$ cat config.mk
export PLATFORM = sky130hd
export DESIGN_NAME = wakeup_event_config_regs
export DESIGN_NICKNAME = d
export VERILOG_FILES = /design/src/rtl/wecr_pkg.sv /design/src/rtl/wakeup_event_config_regs.sv
export VERILOG_INCLUDE_DIRS = /design/src /design/src/rtl
export SDC_FILE = /design/constraint.sdc
export NUM_CORES = 1
export LEC_CHECK = 0
export BUFFER_PORTS_ARGS = -buffer_cell sky130_fd_sc_hd__buf_2
export CAP_MARGIN = 10
export CORE_MARGIN = 1
export CORE_UTILIZATION = 45
export DETAILED_ROUTE_END_ITERATION = 6
export HOLD_SLACK_MARGIN = 0.05
export PLACE_DENSITY = 0.77
export RECOVER_POWER = 50
export REMOVE_ABC_BUFFERS = 1
export SYNTH_ARGS = -nofsm -noshare
export SYNTH_HDL_FRONTEND = slang
export SYNTH_SLANG_ARGS = --single-unit
$ cat constraint.sdc
create_clock -name clk -period 1.8 [get_ports clk]
set_input_delay 0.45 -clock clk [delete_from_list [all_inputs] [get_ports clk]]
set_output_delay 0.45 -clock clk [all_outputs]
set_load 0.03 [all_outputs]
$ cat src/rtl/wecr_map.svh
// Purpose: Register indexes, field positions and reset values of the wake-up event registers
// Assumes: Byte address on the bus is four times the register index
// Notes:   Definitions only
`ifndef WECR_MAP_SVH
`define WECR_MAP_SVH

// Register indexes
`define WECR_IDX_BASE_LOW    16'hFCC8
`define WECR_IDX_BASE_HIGH   16'hFCCA
`define WECR_IDX_IRQ_ENABLE  16'hFCCC
`define WECR_IDX_HOST_STATUS 16'hFCCE
`define WECR_IDX_EVENT_FLAGS 16'hFCD2
`define WECR_IDX_EVENT_CTRL  16'hFCD4

// Interrupt enable fields
`define WECR_EN_ALARM        0
`define WECR_EN_SLEEP_LO     1
`define WECR_EN_SLEEP_HI     5
`define WECR_EN_BUTTON       6
`define WECR_EN_SUPPLY       7

// Host event status fields
`define WECR_HS_RING1        0
`define WECR_HS_RING2        1
`define WECR_HS_RING         3
`define WECR_HS_SWEVT        6
`define WECR_HS_MODIRQ       7
`define WECR_HS_IMPL_MASK    8'hCB

// Event flag fields
`define WECR_EF_ALARM        0
`define WECR_EF_S0           6
`define WECR_EF_IMPL_MASK    8'h7F

// Event control fields
`define WECR_EC_SWMODE       0
`define WECR_EC_BUTTON_CHG   1
`define WECR_EC_SUPPLY_OFF   2
`define WECR_EC_BUTTON_LVL   3

// Reset values
`define WECR_RST_BYTE        8'h00

// Bus answers
`define WECR_RESP_OKAY       2'h0
`define WECR_RESP_SLVERR     2'h2

`endif

$ cat src/rtl/wecr_pkg.sv
// Purpose: Types shared by the wake-up event register block
// Assumes: Constants live in wecr_map.svh
// Notes:   Event inputs travel as packed structs
package wecr_pkg;

    // Host-side wake events, each a one-cycle pulse except swStatus6
    typedef struct packed {
        logic ring1;        // Ring indicator 1 event
        logic ring2;        // Ring indicator 2 event
        logic ring;         // Ring detection event
        logic modIrq;       // Module IRQ event
        logic swStatus6;    // Level of host wake status bit 6
        logic swWrite1;     // Host wrote one to host wake status bit 6
    } wecr_host_evt_t;

    // Power-state inputs from the host domain
    typedef struct packed {
        logic       alarm;      // RTC alarm output level
        logic [5:0] sleepReq;   // Host one-writes to host wake state, S5..S0
        logic       buttonMode; // Button mode mirror level
        logic       supplyOff;  // Host wrote one to supply-off bit, pulse
    } wecr_power_evt_t;

    // Register selector
    typedef enum logic [2:0] {
        WECR_SEL_NONE,
        WECR_SEL_BASE_LOW,
        WECR_SEL_BASE_HIGH,
        WECR_SEL_IRQ_ENABLE,
        WECR_SEL_HOST_STATUS,
        WECR_SEL_EVENT_FLAGS,
        WECR_SEL_EVENT_CTRL
    } wecr_sel_t;

endpackage : wecr_pkg

$ cat src/rtl/wakeup_event_config_regs.sv
// Purpose: Core-side wake-up event and host configuration base registers
// Assumes: AXI4-Lite slave, 25 MHz clk, all inputs synchronous to clk
// Notes:   Interrupt vector feeds the wake-up input unit, level high
//
// Contract
// - Base low byte bit 0 always zero
// - Base high byte is separate RW register
// - Base bytes cleared only on power-up
// - Interrupt enables cleared on warm reset
// - Interrupts level high, drop on clear
// - Alarm interrupt gated by enable bit 0
// - Bits 5..1 enable sleep request interrupts
// - S0 interrupt enabled by any S1..S5 enable
// - Bit 6 enables button mode change interrupt
// - Bit 7 enables supply off interrupt
// - Status set by same host wake events
// - Status cleared on power-up and software reset
// - One clears status bit, zero keeps
// - Status bits 0,1,3 ring; 2,4,5 reserved
// - Mode clear: bit 6 on rising status
// - Mode set: bit 6 on host write
// - Bit 7 latches module IRQ until cleared
// - Alarm flag set on rising alarm edge
// - Sleep flags set by host, one-clear
`timescale 1ns/100ps
`include "wecr_map.svh"

module wakeup_event_config_regs (
    input  wire logic                     clk,
    input  wire logic                     resetn,
    input  wire logic                     warmResetn,
    input  wire logic                     hostSwResetn,
    input  wire wecr_pkg::wecr_host_evt_t  hostEvt,
    input  wire wecr_pkg::wecr_power_evt_t powerEvt,
    input  wire logic [19:0]              awaddr,
    input  wire logic                     awvalid,
    output logic                          awready,
    input  wire logic [31:0]              wdata,
    input  wire logic [3:0]               wstrb,
    input  wire logic                     wvalid,
    output logic                          wready,
    output logic [1:0]                    bresp,
    output logic                          bvalid,
    input  wire logic                     bready,
    input  wire logic [19:0]              araddr,
    input  wire logic                     arvalid,
    output logic                          arready,
    output logic [31:0]                   rdata,
    output logic [1:0]                    rresp,
    output logic                          rvalid,
    input  wire logic                     rready,
    output logic [15:0]                   hostCfgBase,
    output logic [7:0]                    coreIrq
);

    // Address to register selector, shared by read and write paths
    function automatic wecr_pkg::wecr_sel_t decode(input logic [19:0] addr);
        logic [15:0] idx;
        idx = 16'(addr >> 2);
        decode = wecr_pkg::WECR_SEL_NONE;
        if (addr[1:0] == 2'h0) begin
            unique case (idx)
                `WECR_IDX_BASE_LOW:    decode = wecr_pkg::WECR_SEL_BASE_LOW;
                `WECR_IDX_BASE_HIGH:   decode = wecr_pkg::WECR_SEL_BASE_HIGH;
                `WECR_IDX_IRQ_ENABLE:  decode = wecr_pkg::WECR_SEL_IRQ_ENABLE;
                `WECR_IDX_HOST_STATUS: decode = wecr_pkg::WECR_SEL_HOST_STATUS;
                `WECR_IDX_EVENT_FLAGS: decode = wecr_pkg::WECR_SEL_EVENT_FLAGS;
                `WECR_IDX_EVENT_CTRL:  decode = wecr_pkg::WECR_SEL_EVENT_CTRL;
                default:               decode = wecr_pkg::WECR_SEL_NONE;
            endcase
        end
    endfunction : decode

    // Sticky flag update: hardware set wins over one-clear
    function automatic logic [7:0] stickyNext(input logic [7:0] cur,
                                              input logic [7:0] set,
                                              input logic [7:0] clr);
        stickyNext = (cur & ~clr) | set;
    endfunction : stickyNext

    // Register storage
    logic [7:0]  baseLow;          // Host config base, low byte
    logic [7:0]  baseHigh;         // Host config base, high byte
    logic [7:0]  irqEnable;        // Power event interrupt enables
    logic [7:0]  hostStatus;       // Host event status
    logic [7:0]  eventFlags;       // Alarm and sleep request flags
    logic        swEventMode;      // Software event mode
    logic        buttonChg;        // Button mode changed flag
    logic        supplyOffFlag;    // Supply off flag

    // Edge detection history
    logic        alarmPrev;        // Previous alarm level
    logic        swStatus6Prev;    // Previous host wake status bit 6
    logic        buttonPrev;       // Previous button mode level

    // Bus holding registers
    logic [19:0] wrAddr;           // Captured write address
    logic [7:0]  wrData;           // Captured write data low byte
    logic        wrLane0;          // Captured byte lane 0 strobe

    // Write decode
    wecr_pkg::wecr_sel_t wrSel;
    wecr_pkg::wecr_sel_t rdSel;
    logic        doWrite;          // Both halves held, write now
    logic        wrByte;           // Write touches byte lane 0
    logic [7:0]  wrOnes;           // One-write mask for W1C fields

    assign wrSel   = decode(wrAddr);
    assign rdSel   = decode(araddr);
    assign doWrite = !awready && !wready && !bvalid;
    assign wrByte  = doWrite && wrLane0;
    assign wrOnes  = wrByte ? wrData : 8'h00;

    // Per-register write strobes
    logic weBaseLow;
    logic weBaseHigh;
    logic weIrqEnable;
    logic weEventCtrl;
    logic [7:0] clrHostStatus;     // One-clear mask for host status
    logic [7:0] clrEventFlags;     // One-clear mask for event flags
    logic [7:0] clrEventCtrl;      // One-clear mask for event control

    assign weBaseLow     = wrByte && (wrSel == wecr_pkg::WECR_SEL_BASE_LOW);
    assign weBaseHigh    = wrByte && (wrSel == wecr_pkg::WECR_SEL_BASE_HIGH);
    assign weIrqEnable   = wrByte && (wrSel == wecr_pkg::WECR_SEL_IRQ_ENABLE);
    assign weEventCtrl   = wrByte && (wrSel == wecr_pkg::WECR_SEL_EVENT_CTRL);
    assign clrHostStatus = (wrSel == wecr_pkg::WECR_SEL_HOST_STATUS) ? wrOnes : 8'h00;
    assign clrEventFlags = (wrSel == wecr_pkg::WECR_SEL_EVENT_FLAGS) ? wrOnes : 8'h00;
    assign clrEventCtrl  = weEventCtrl ? wrData : 8'h00;

    // Host event status set terms
    logic [7:0] setHostStatus;
    logic       swEventSet;

    assign swEventSet = swEventMode ? hostEvt.swWrite1
                                    : (hostEvt.swStatus6 && !swStatus6Prev);
    always_comb begin
        setHostStatus                  = 8'h00;
        setHostStatus[`WECR_HS_RING1]  = hostEvt.ring1;
        setHostStatus[`WECR_HS_RING2]  = hostEvt.ring2;
        setHostStatus[`WECR_HS_RING]   = hostEvt.ring;
        setHostStatus[`WECR_HS_SWEVT]  = swEventSet;
        setHostStatus[`WECR_HS_MODIRQ] = hostEvt.modIrq;
    end

    // Event flag set terms
    logic [7:0] setEventFlags;

    always_comb begin
        setEventFlags                 = 8'h00;
        setEventFlags[`WECR_EF_ALARM] = powerEvt.alarm && !alarmPrev;
        setEventFlags[`WECR_EF_S0]    = powerEvt.sleepReq[0];
        setEventFlags[5:1]            = powerEvt.sleepReq[5:1];
    end

    // Next register values
    logic [7:0] next_hostStatus;
    logic [7:0] next_eventFlags;
    logic       next_buttonChg;
    logic       next_supplyOff;

    assign next_hostStatus = stickyNext(hostStatus, setHostStatus, clrHostStatus)
                             & `WECR_HS_IMPL_MASK;
    assign next_eventFlags = stickyNext(eventFlags, setEventFlags, clrEventFlags)
                             & `WECR_EF_IMPL_MASK;
    assign next_buttonChg  = (powerEvt.buttonMode != buttonPrev)
                             || (buttonChg && !clrEventCtrl[`WECR_EC_BUTTON_CHG]);
    assign next_supplyOff  = powerEvt.supplyOff
                             || (supplyOffFlag && !clrEventCtrl[`WECR_EC_SUPPLY_OFF]);

    // Interrupt vector toward the wake-up input unit
    logic [7:0] next_coreIrq;
    logic       sleepAnyEn;

    assign sleepAnyEn = |irqEnable[`WECR_EN_SLEEP_HI:`WECR_EN_SLEEP_LO];
    always_comb begin
        next_coreIrq                   = 8'h00;
        next_coreIrq[`WECR_EN_ALARM]   = irqEnable[`WECR_EN_ALARM]
                                         && eventFlags[`WECR_EF_ALARM];
        next_coreIrq[5:1]              = irqEnable[5:1] & eventFlags[5:1];
        next_coreIrq[`WECR_EN_SLEEP_LO] = next_coreIrq[`WECR_EN_SLEEP_LO]
                                         || (sleepAnyEn && eventFlags[`WECR_EF_S0]);
        next_coreIrq[`WECR_EN_BUTTON]  = irqEnable[`WECR_EN_BUTTON] && buttonChg;
        next_coreIrq[`WECR_EN_SUPPLY]  = irqEnable[`WECR_EN_SUPPLY] && supplyOffFlag;
    end

    // Read data mux
    logic [7:0] rdByte;
    logic       rdHit;

    assign rdHit = (rdSel != wecr_pkg::WECR_SEL_NONE);
    always_comb begin
        rdByte = 8'h00;
        unique case (rdSel)
            wecr_pkg::WECR_SEL_BASE_LOW:    rdByte = baseLow;
            wecr_pkg::WECR_SEL_BASE_HIGH:   rdByte = baseHigh;
            wecr_pkg::WECR_SEL_IRQ_ENABLE:  rdByte = irqEnable;
            wecr_pkg::WECR_SEL_HOST_STATUS: rdByte = hostStatus;
            wecr_pkg::WECR_SEL_EVENT_FLAGS: rdByte = eventFlags;
            wecr_pkg::WECR_SEL_EVENT_CTRL:  rdByte = {4'h0, powerEvt.buttonMode, supplyOffFlag,
                                                      buttonChg, swEventMode};
            wecr_pkg::WECR_SEL_NONE:        rdByte = 8'h00;
        endcase
    end

    // Base address: power-up reset only
    always_ff @(posedge clk) begin
        if (!resetn) begin
            baseLow  <= `WECR_RST_BYTE;
            baseHigh <= `WECR_RST_BYTE;
        end else begin
            if (weBaseLow) begin
                baseLow <= {wrData[7:1], 1'b0};
            end
            if (weBaseHigh) begin
                baseHigh <= wrData;
            end
        end
    end

    // Interrupt enables: warm reset too
    always_ff @(posedge clk) begin
        if (!resetn || !warmResetn) begin
            irqEnable   <= `WECR_RST_BYTE;
            swEventMode <= 1'b0;
        end else if (weEventCtrl) begin
            swEventMode <= wrData[`WECR_EC_SWMODE];
        end else if (weIrqEnable) begin
            irqEnable <= wrData;
        end
    end

    // Host event status: power-up or host software reset
    always_ff @(posedge clk) begin
        if (!resetn || !hostSwResetn) begin
            hostStatus <= `WECR_RST_BYTE;
        end else begin
            hostStatus <= next_hostStatus;
        end
    end

    // Power event flags and edge history
    always_ff @(posedge clk) begin
        if (!resetn) begin
            eventFlags    <= `WECR_RST_BYTE;
            buttonChg     <= 1'b0;
            supplyOffFlag <= 1'b0;
            alarmPrev     <= 1'b0;
            swStatus6Prev <= 1'b0;
            buttonPrev    <= 1'b0;
        end else begin
            eventFlags    <= next_eventFlags;
            buttonChg     <= next_buttonChg;
            supplyOffFlag <= next_supplyOff;
            alarmPrev     <= powerEvt.alarm;
            swStatus6Prev <= hostEvt.swStatus6;
            buttonPrev    <= powerEvt.buttonMode;
        end
    end

    // Interrupt and base outputs, registered
    always_ff @(posedge clk) begin
        if (!resetn) begin
            coreIrq     <= 8'h00;
            hostCfgBase <= 16'h0000;
        end else begin
            coreIrq     <= next_coreIrq;
            hostCfgBase <= {baseHigh, baseLow};
        end
    end

    // Write address channel
    always_ff @(posedge clk) begin
        if (!resetn) begin
            awready <= 1'b1;
            wrAddr  <= 20'h00000;
        end else if (awvalid && awready) begin
            awready <= 1'b0;
            wrAddr  <= awaddr;
        end else if (bvalid && bready) begin
            awready <= 1'b1;
        end
    end

    // Write data channel
    always_ff @(posedge clk) begin
        if (!resetn) begin
            wready  <= 1'b1;
            wrData  <= 8'h00;
            wrLane0 <= 1'b0;
        end else if (wvalid && wready) begin
            wready  <= 1'b0;
            wrData  <= wdata[7:0];
            wrLane0 <= wstrb[0];
        end else if (bvalid && bready) begin
            wready <= 1'b1;
        end
    end

    // Write response
    always_ff @(posedge clk) begin
        if (!resetn) begin
            bvalid <= 1'b0;
            bresp  <= `WECR_RESP_OKAY;
        end else if (doWrite) begin
            bvalid <= 1'b1;
            bresp  <= (wrSel == wecr_pkg::WECR_SEL_NONE) ? `WECR_RESP_SLVERR : `WECR_RESP_OKAY;
        end else if (bvalid && bready) begin
            bvalid <= 1'b0;
        end
    end

    // Read channel: data captured with the address
    always_ff @(posedge clk) begin
        if (!resetn) begin
            arready <= 1'b1;
            rvalid  <= 1'b0;
            rdata   <= 32'h00000000;
            rresp   <= `WECR_RESP_OKAY;
        end else if (arvalid && arready) begin
            arready <= 1'b0;
            rvalid  <= 1'b1;
            rdata   <= {24'h000000, rdByte};
            rresp   <= rdHit ? `WECR_RESP_OKAY : `WECR_RESP_SLVERR;
        end else if (rvalid && rready) begin
            arready <= 1'b1;
            rvalid  <= 1'b0;
        end
    end

endmodule : wakeup_event_config_regs

==> results.sh, run 1 <==
export IMPL_status="finished clean"
export IMPL_io_buffers=106
export IMPL_synth_xor_area_frac=0.001929
export IMPL_wl_per_cell_microns=14.10
export IMPL_syn_inst=486
export IMPL_dr_wl_met2_microns=4899
export IMPL_gr_total_overflow=0
export IMPL_cp_required_ps=2070
export IMPL_place_ws_ps=-226.6
export IMPL_rsz0062_at_grt="true"
export IMPL_clockBufferDepth=2
export IMPL_wl_microns=10640
export IMPL_postPlaceCellArea_sq_um=5319
export IMPL_clk_insertion_delay_late_ps=380
export IMPL_yosysSeqAreaShare=0.4675
export IMPL_top_layer="met4"
export IMPL_maxCapViolCount=0
export IMPL_final_cell_area_sq_um=5509
export IMPL_finalClockSkew_ps=19.23
export IMPL_synth_edf_count=0
export IMPL_placed_cells=737
export IMPL_drcViolationCount=0
export IMPL_htreeDepth=3
export IMPL_synthFlopType="dfxtp_1"
export IMPL_peakVddDrop_uv=371.7
export IMPL_ant_nets=0
export IMPL_finalSetupViolCount=0
export IMPL_fin_cells=755
export IMPL_synthArstFlopShare=0
export IMPL_ys_ff_latch=106
export IMPL_hp_class="input port to register"
export IMPL_rows=36
export IMPL_finalMaxSlewViolations=0
export IMPL_synth_top_area_cell="dfxtp_1"
export IMPL_synth_compound_area_share=0.1353
export IMPL_synth_simple_area_share=0.2544
export IMPL_dieArea_sq_um=10490
export IMPL_synth_fa_ha_area_frac=0
export IMPL_vias=3745
export IMPL_dpl_hpwl_microns=8076
export IMPL_cts_root_buf="clkbuf_8"
export IMPL_grtUsageTotal=0.2051
export IMPL_synth_top_family_by_area="simple AND/OR/NAND/NOR gates"
export IMPL_core_sq_um=9774
export IMPL_dr_wl_met3_microns=489
export IMPL_startpoint_type="register"
export IMPL_synth_warnings=0
export IMPL_fin_nets=717
export IMPL_synthMuxAreaShare=0.07029
export IMPL_dieHeight_microns=102.4
export IMPL_grt_max_degree=31
export IMPL_start_util=0.4644
export IMPL_vias_per_cell=4.960
export IMPL_clock_sinks=106
export IMPL_antennaDiodeCount=0
export IMPL_syn_to_final_growth_pct=21.36
export IMPL_cts_tree="done"
export IMPL_worstPathArrival_ps=2050
export IMPL_met1Wirelength_microns=5094
export IMPL_leakage_nw=2.300
export IMPL_cts_clk_slew_worst_paths_ps=120
export IMPL_synth_top_cell_area_share=0.4675
export IMPL_fin_crit_ps=1782
export IMPL_p_per_area_nw_per_um2=790.5
export IMPL_grt_pass1_vias=3466
export IMPL_period_share=0.9899
export IMPL_drtPass1Iterations=4
export IMPL_tightest_slew_ps=977.8
export IMPL_syn_area_sq_um=4539
export IMPL_synthTopCellsByArea="dfxtp_1 47%, mux2i_1 5.3%, nand2_1 5.2%"
export IMPL_drt_iter0_drc=119
export IMPL_timing_hold_ws_ps=294.6
export IMPL_syn_avg_cell_area_sq_um=9.340
export IMPL_die_x_microns=102.4
export IMPL_max_freq_mhz=561.2
export IMPL_yosysUniqueCellTypes=53
export IMPL_worst_slack_ps=18.18
export IMPL_io_pins=165
export IMPL_final_util=0.5636
export IMPL_cts_buffers=9
export IMPL_critPathKind="register to register"
export IMPL_grt_pass1_wl_microns=16630
export IMPL_cp_end_kind="register"
export IMPL_final_hold_viol_count=0
export IMPL_antenna_found_initial=0
export IMPL_crit_fanout=8
export IMPL_gp_congestion=0.8612
export IMPL_slew_headroom=0.3481
export IMPL_drive_gt1_frac=0.2492
## worst paths after layout
path / startpoint / endpoint / slack [ps] / cells after the start
max reg2reg: wrAddr[1] / baseHigh[6] / 20 / 7
max: wrAddr[1] / baseHigh[6] / 20 / 7
min: powerEvt[8] / alarmPrev / 290 / 2
min reg2reg: rdata[4] / rdata[4] / 470 / 2
## registers in the layout, summed over array words and instances (netlist names), 5 cells and up
signal and count:
rdata 8, hostCfgBase 15, irqEnable 8, coreIrq 8, wrData 8, hostStatus 5
baseLow 7, baseHigh 8, eventFlags 7, wrAddr 18
## layout by cell type, fill, tap and decap left out, drive strengths merged, types with 7 or more instances in the layout
cell / n
buf: 116
o21ai: 21
nand2: 63
mux2: 7
a31oi: 14
dfxtp: 106
and2: 23
clkbuf: 30
conb: 27
mux2i: 24
nor2b: 25
nand2b: 9
nand3: 15
and3: 11
nor2: 21
a21boi: 28
inv: 18
## area by class of cell
class / count / area [sq um]
clock buffers: 9 / 123.9
clock inverters: 7 / 58.81
fillers: 894 / 4265
inverters: 14 / 52.55
multi-input cells: 349 / 2225
flip-flops and latches: 106 / 2125
well taps: 133 / 166.4
repair buffers: 137 / 758.2
## layer usage
metal	vias to the layer above	global-route usage
met3	16	0.04036
met5	-	0
met2	96	0.3303
met4	0	0.06813
li1	1902	-
met1	1731	0.2751
## power by group
part / switching, W / internal (W)
combinational: 0.000297 / 0.000176
clock: 0.000860 / 0.000528
sequential: 0.0000731 / 0.00242
## logic make-up (layout without fill, tap and decap cells)
family | count (synthesis) | after routing
simple gates | 199 | 199
flops | 106 | 106
mux | 31 | 31
compound gates | 91 | 91
buf+inv | 57 | 167
other cells | 1 | 27
xor+xnor | 1 | 1
## per-stage QoR
step | TNS (ps) | power [W]
after floorplan | -6816 | 0.002799
after global placement | -1407 | 0.002993
after detailed placement | -1601 | 0.003013
after CTS | 0 | 0.004372
after global routing | -1854 | 0.004522
final | 0 | 0.004355
## Yosys cell counts (all sizes together), types with 2 or more instances
library cell,n
o311ai,3
buf,29
mux2,7
nand3,15
and2,23
a32oi,2
o21ai,21
nor3,3
mux2i,24
and4bb,2
a31oi,14
a211oi,2
o31ai,5
nor2,21
nor2b,25
nand4,3
nor4,6
nand4b,3
nand2,63
and4b,2
a21boi,28
a21oi,6
a221oi,4
or3b,2
and3,11
dfxtp,106
nand2b,9
inv,14
nor3b,3
clkbuf,14
nor4b,2
## critical path, stage by stage (launching register included)
cell	delay, ps
dfxtp_2	350
nor4b_4	310
nand4b_4	200
buf_4	190
nor4_4	180
buf_12	180
mux2i_1	190
nor2b_1	60
## what timing repair did
item | in CTS | in global routing
buffers inserted | 0 | 2
cloned | 0 | 0
pin swaps | 4 | 6
resized for setup | 3 | 3
setup endpoints to repair | 18 | 20
hold buffers | 0 | 0
No activity file was read; power rests on OpenSTA's default activity.
==> run 2, diff against run 1 <==
SETUP_SLACK_MARGIN = 0.05   (was unset)
==> run 2 against run 1 <==
  * Sequential power about the same
  * Critical path depth unchanged
  * Sequential share of layout area down 0.31 points
  * Critical endpoint is now hostStatus[6]
  * Critical path type unchanged
  * Largest power group unchanged
==> results.sh, run 2 (synthesis gave the netlist of run 1 again) <==
export IMPL_syn_to_final_growth_pct=22.35
export IMPL_antenna_found_initial=0
export IMPL_cp_required_ps=2070
export IMPL_fin_crit_ps=1767
export IMPL_dieHeight_microns=102.4
export IMPL_cpMaxStageDelayCell="dfxtp_2"
export IMPL_drcViolationCount=0
export IMPL_cts_buffers=9
export IMPL_hp_class="input port to register"
export IMPL_finalSetupViolCount=0
export IMPL_holdBufCountCts=0
export IMPL_crit_fanout=6
export IMPL_wl_per_cell_microns=14.09
export IMPL_cts_root_buf="clkbuf_8"
export IMPL_final_cell_area_sq_um=5554
export IMPL_gr_total_overflow=0
export IMPL_ant_nets=0
export IMPL_vias=3760
export IMPL_drive_gt1_frac=0.2588
export IMPL_grtUsageTotal=0.2063
export IMPL_dieArea_sq_um=10490
export IMPL_finalClockSkew_ps=19.44
export IMPL_grt_max_degree=31
export IMPL_dpl_hpwl_microns=8076
export IMPL_final_hold_viol_count=0
export IMPL_period_share=0.9815
export IMPL_largest_registers="wrAddr x18, hostCfgBase x15"
export IMPL_status="finished clean"
export IMPL_p_per_area_nw_per_um2=785.6
export IMPL_maxCapViolCount=0
export IMPL_wl_microns=10700
export IMPL_cts_clk_slew_worst_paths_ps=120
export IMPL_critPathKind="register to register"
export IMPL_final_util=0.5682
export IMPL_max_freq_mhz=566.0
export IMPL_clock_sinks=106
export IMPL_cp_end_kind="register"
export IMPL_gp_congestion=0.8612
export IMPL_drt_iter0_drc=137
export IMPL_clockBufferDepth=2
export IMPL_drtPass1Iterations=5
export IMPL_cp_cell_sequence="nor4b_4, nand4b_4, buf_4, nor4_2, buf_4, nand4_1, and3_1"
export IMPL_worstPathArrival_ps=2040
export IMPL_io_buffers=106
export IMPL_slew_headroom=0.3623
export IMPL_grt_pass1_wl_microns=16740
export IMPL_io_pins=165
export IMPL_antennaDiodeCount=0
export IMPL_rows=36
export IMPL_fillerInstances=887
export IMPL_vias_per_cell=4.954
export IMPL_rsz0062_at_grt="true"
export IMPL_tightest_slew_ps=956.5
export IMPL_core_sq_um=9774
export IMPL_top_register="wrAddr"
export IMPL_finalMaxSlewViolations=0
export IMPL_start_util=0.4644
export IMPL_startpoint_type="register"
export IMPL_fin_nets=721
export IMPL_die_x_microns=102.4
export IMPL_postPlaceCellArea_sq_um=5319
export IMPL_mostFrequentLayoutCells="104 x dfxtp_1, 88 x buf_2, 63 x nand2_1"
export IMPL_largest_reg_flops=18
export IMPL_crit_path_frequent_cell="buf_4"
export IMPL_htreeDepth=3
export IMPL_final_common_cell="dfxtp_1"
export IMPL_grt_pass1_vias=3478
export IMPL_clk_insertion_delay_late_ps=380
export IMPL_critPathMaxStageDelay_ps=350
export IMPL_leakage_nw=2.325
export IMPL_peakVddDrop_uv=370.3
export IMPL_cts_tree="done"
==> run 2: changes by cell type in the layout (fill, tap and decap cells not counted) <==
cell and delta:
a221oi_1 -1, o2bb2ai_2 +1, buf_4 +4, a221oi_2 +1
nor2_2 +1, o2bb2ai_1 -1, nor2_1 -1
==> run 2: layout make-up <==
cell class                 instances  area (sq um)  share of cell area
multi-input combinational        349          2240              0.4032
sequential                       106          2125              0.3825
timing repair buffer             141         788.3              0.1419
tap                              133         166.4             0.02996
clock buffer                       9         123.9             0.02230
clock inverter                     7         58.81             0.01059
inverter                          14         52.55            0.009462
==> run 2: final timing paths <==
| kind | from | endpoint | slack (ps) | cells past startpoint |
|---|---|---|---|---|
| hold reg to reg | rdata[4] | rdata[4] | 470 | 2 |
| hold / removal | powerEvt[8] | alarmPrev | 290 | 2 |
| setup reg to reg | wrAddr[1] | hostStatus[6] | 30 | 7 |
| setup / recovery | wrAddr[1] | hostStatus[6] | 30 | 7 |
==> run 2: worst max-delay path, delay by kind of cell, from the launching register on <==
kind                   cells  cell delay (ps)
flip-flops                 1              350
buffers and inverters      2              350
AND/OR/NAND/NOR            5              950
==> run 2: per-stage QoR <==
step | power, W | std cells | setup WS (ps) | TNS (ps) | hold slack [ps]
after global placement | 0.002993 | 737 | -189.7 | -1407 | 447.1
after global routing | 0.004525 | 759 | -100.8 | -1733 | 296.2
after detailed placement | 0.003013 | 737 | -226.6 | -1601 | 459.3
after CTS | 0.004372 | 756 | 32.59 | 0 | 286.9
after floorplan | 0.002799 | 469 | -747.1 | -6816 | 438.9
final | 0.004364 | 759 | 33.30 | 0 | 291.8
==> run 2: power by group <==
group | internal (W) | switching, W | leakage [nW]
Clock | 0.000528 | 0.000866 | 0.0925
Combinational | 0.000178 | 0.000298 | 1.37
Sequential | 0.00242 | 0.0000729 | 0.865
==> run 2: per-layer routing <==
layer	vias up	GRT usage	routed length, microns
li1	1910	-	-
met3	13	0.04036	547
met1	1734	0.2773	5069
met5	-	0	0
met2	103	0.3318	4943
met4	0	0.06813	135
==> run 2: timing repair <==
item                                    CTS  global route
endpoints found under the setup margin   25            28
pin swaps                                 5             5
gates resized for setup                   4             5
endpoints found under the hold margin     0             0
buffers inserted                          3             3
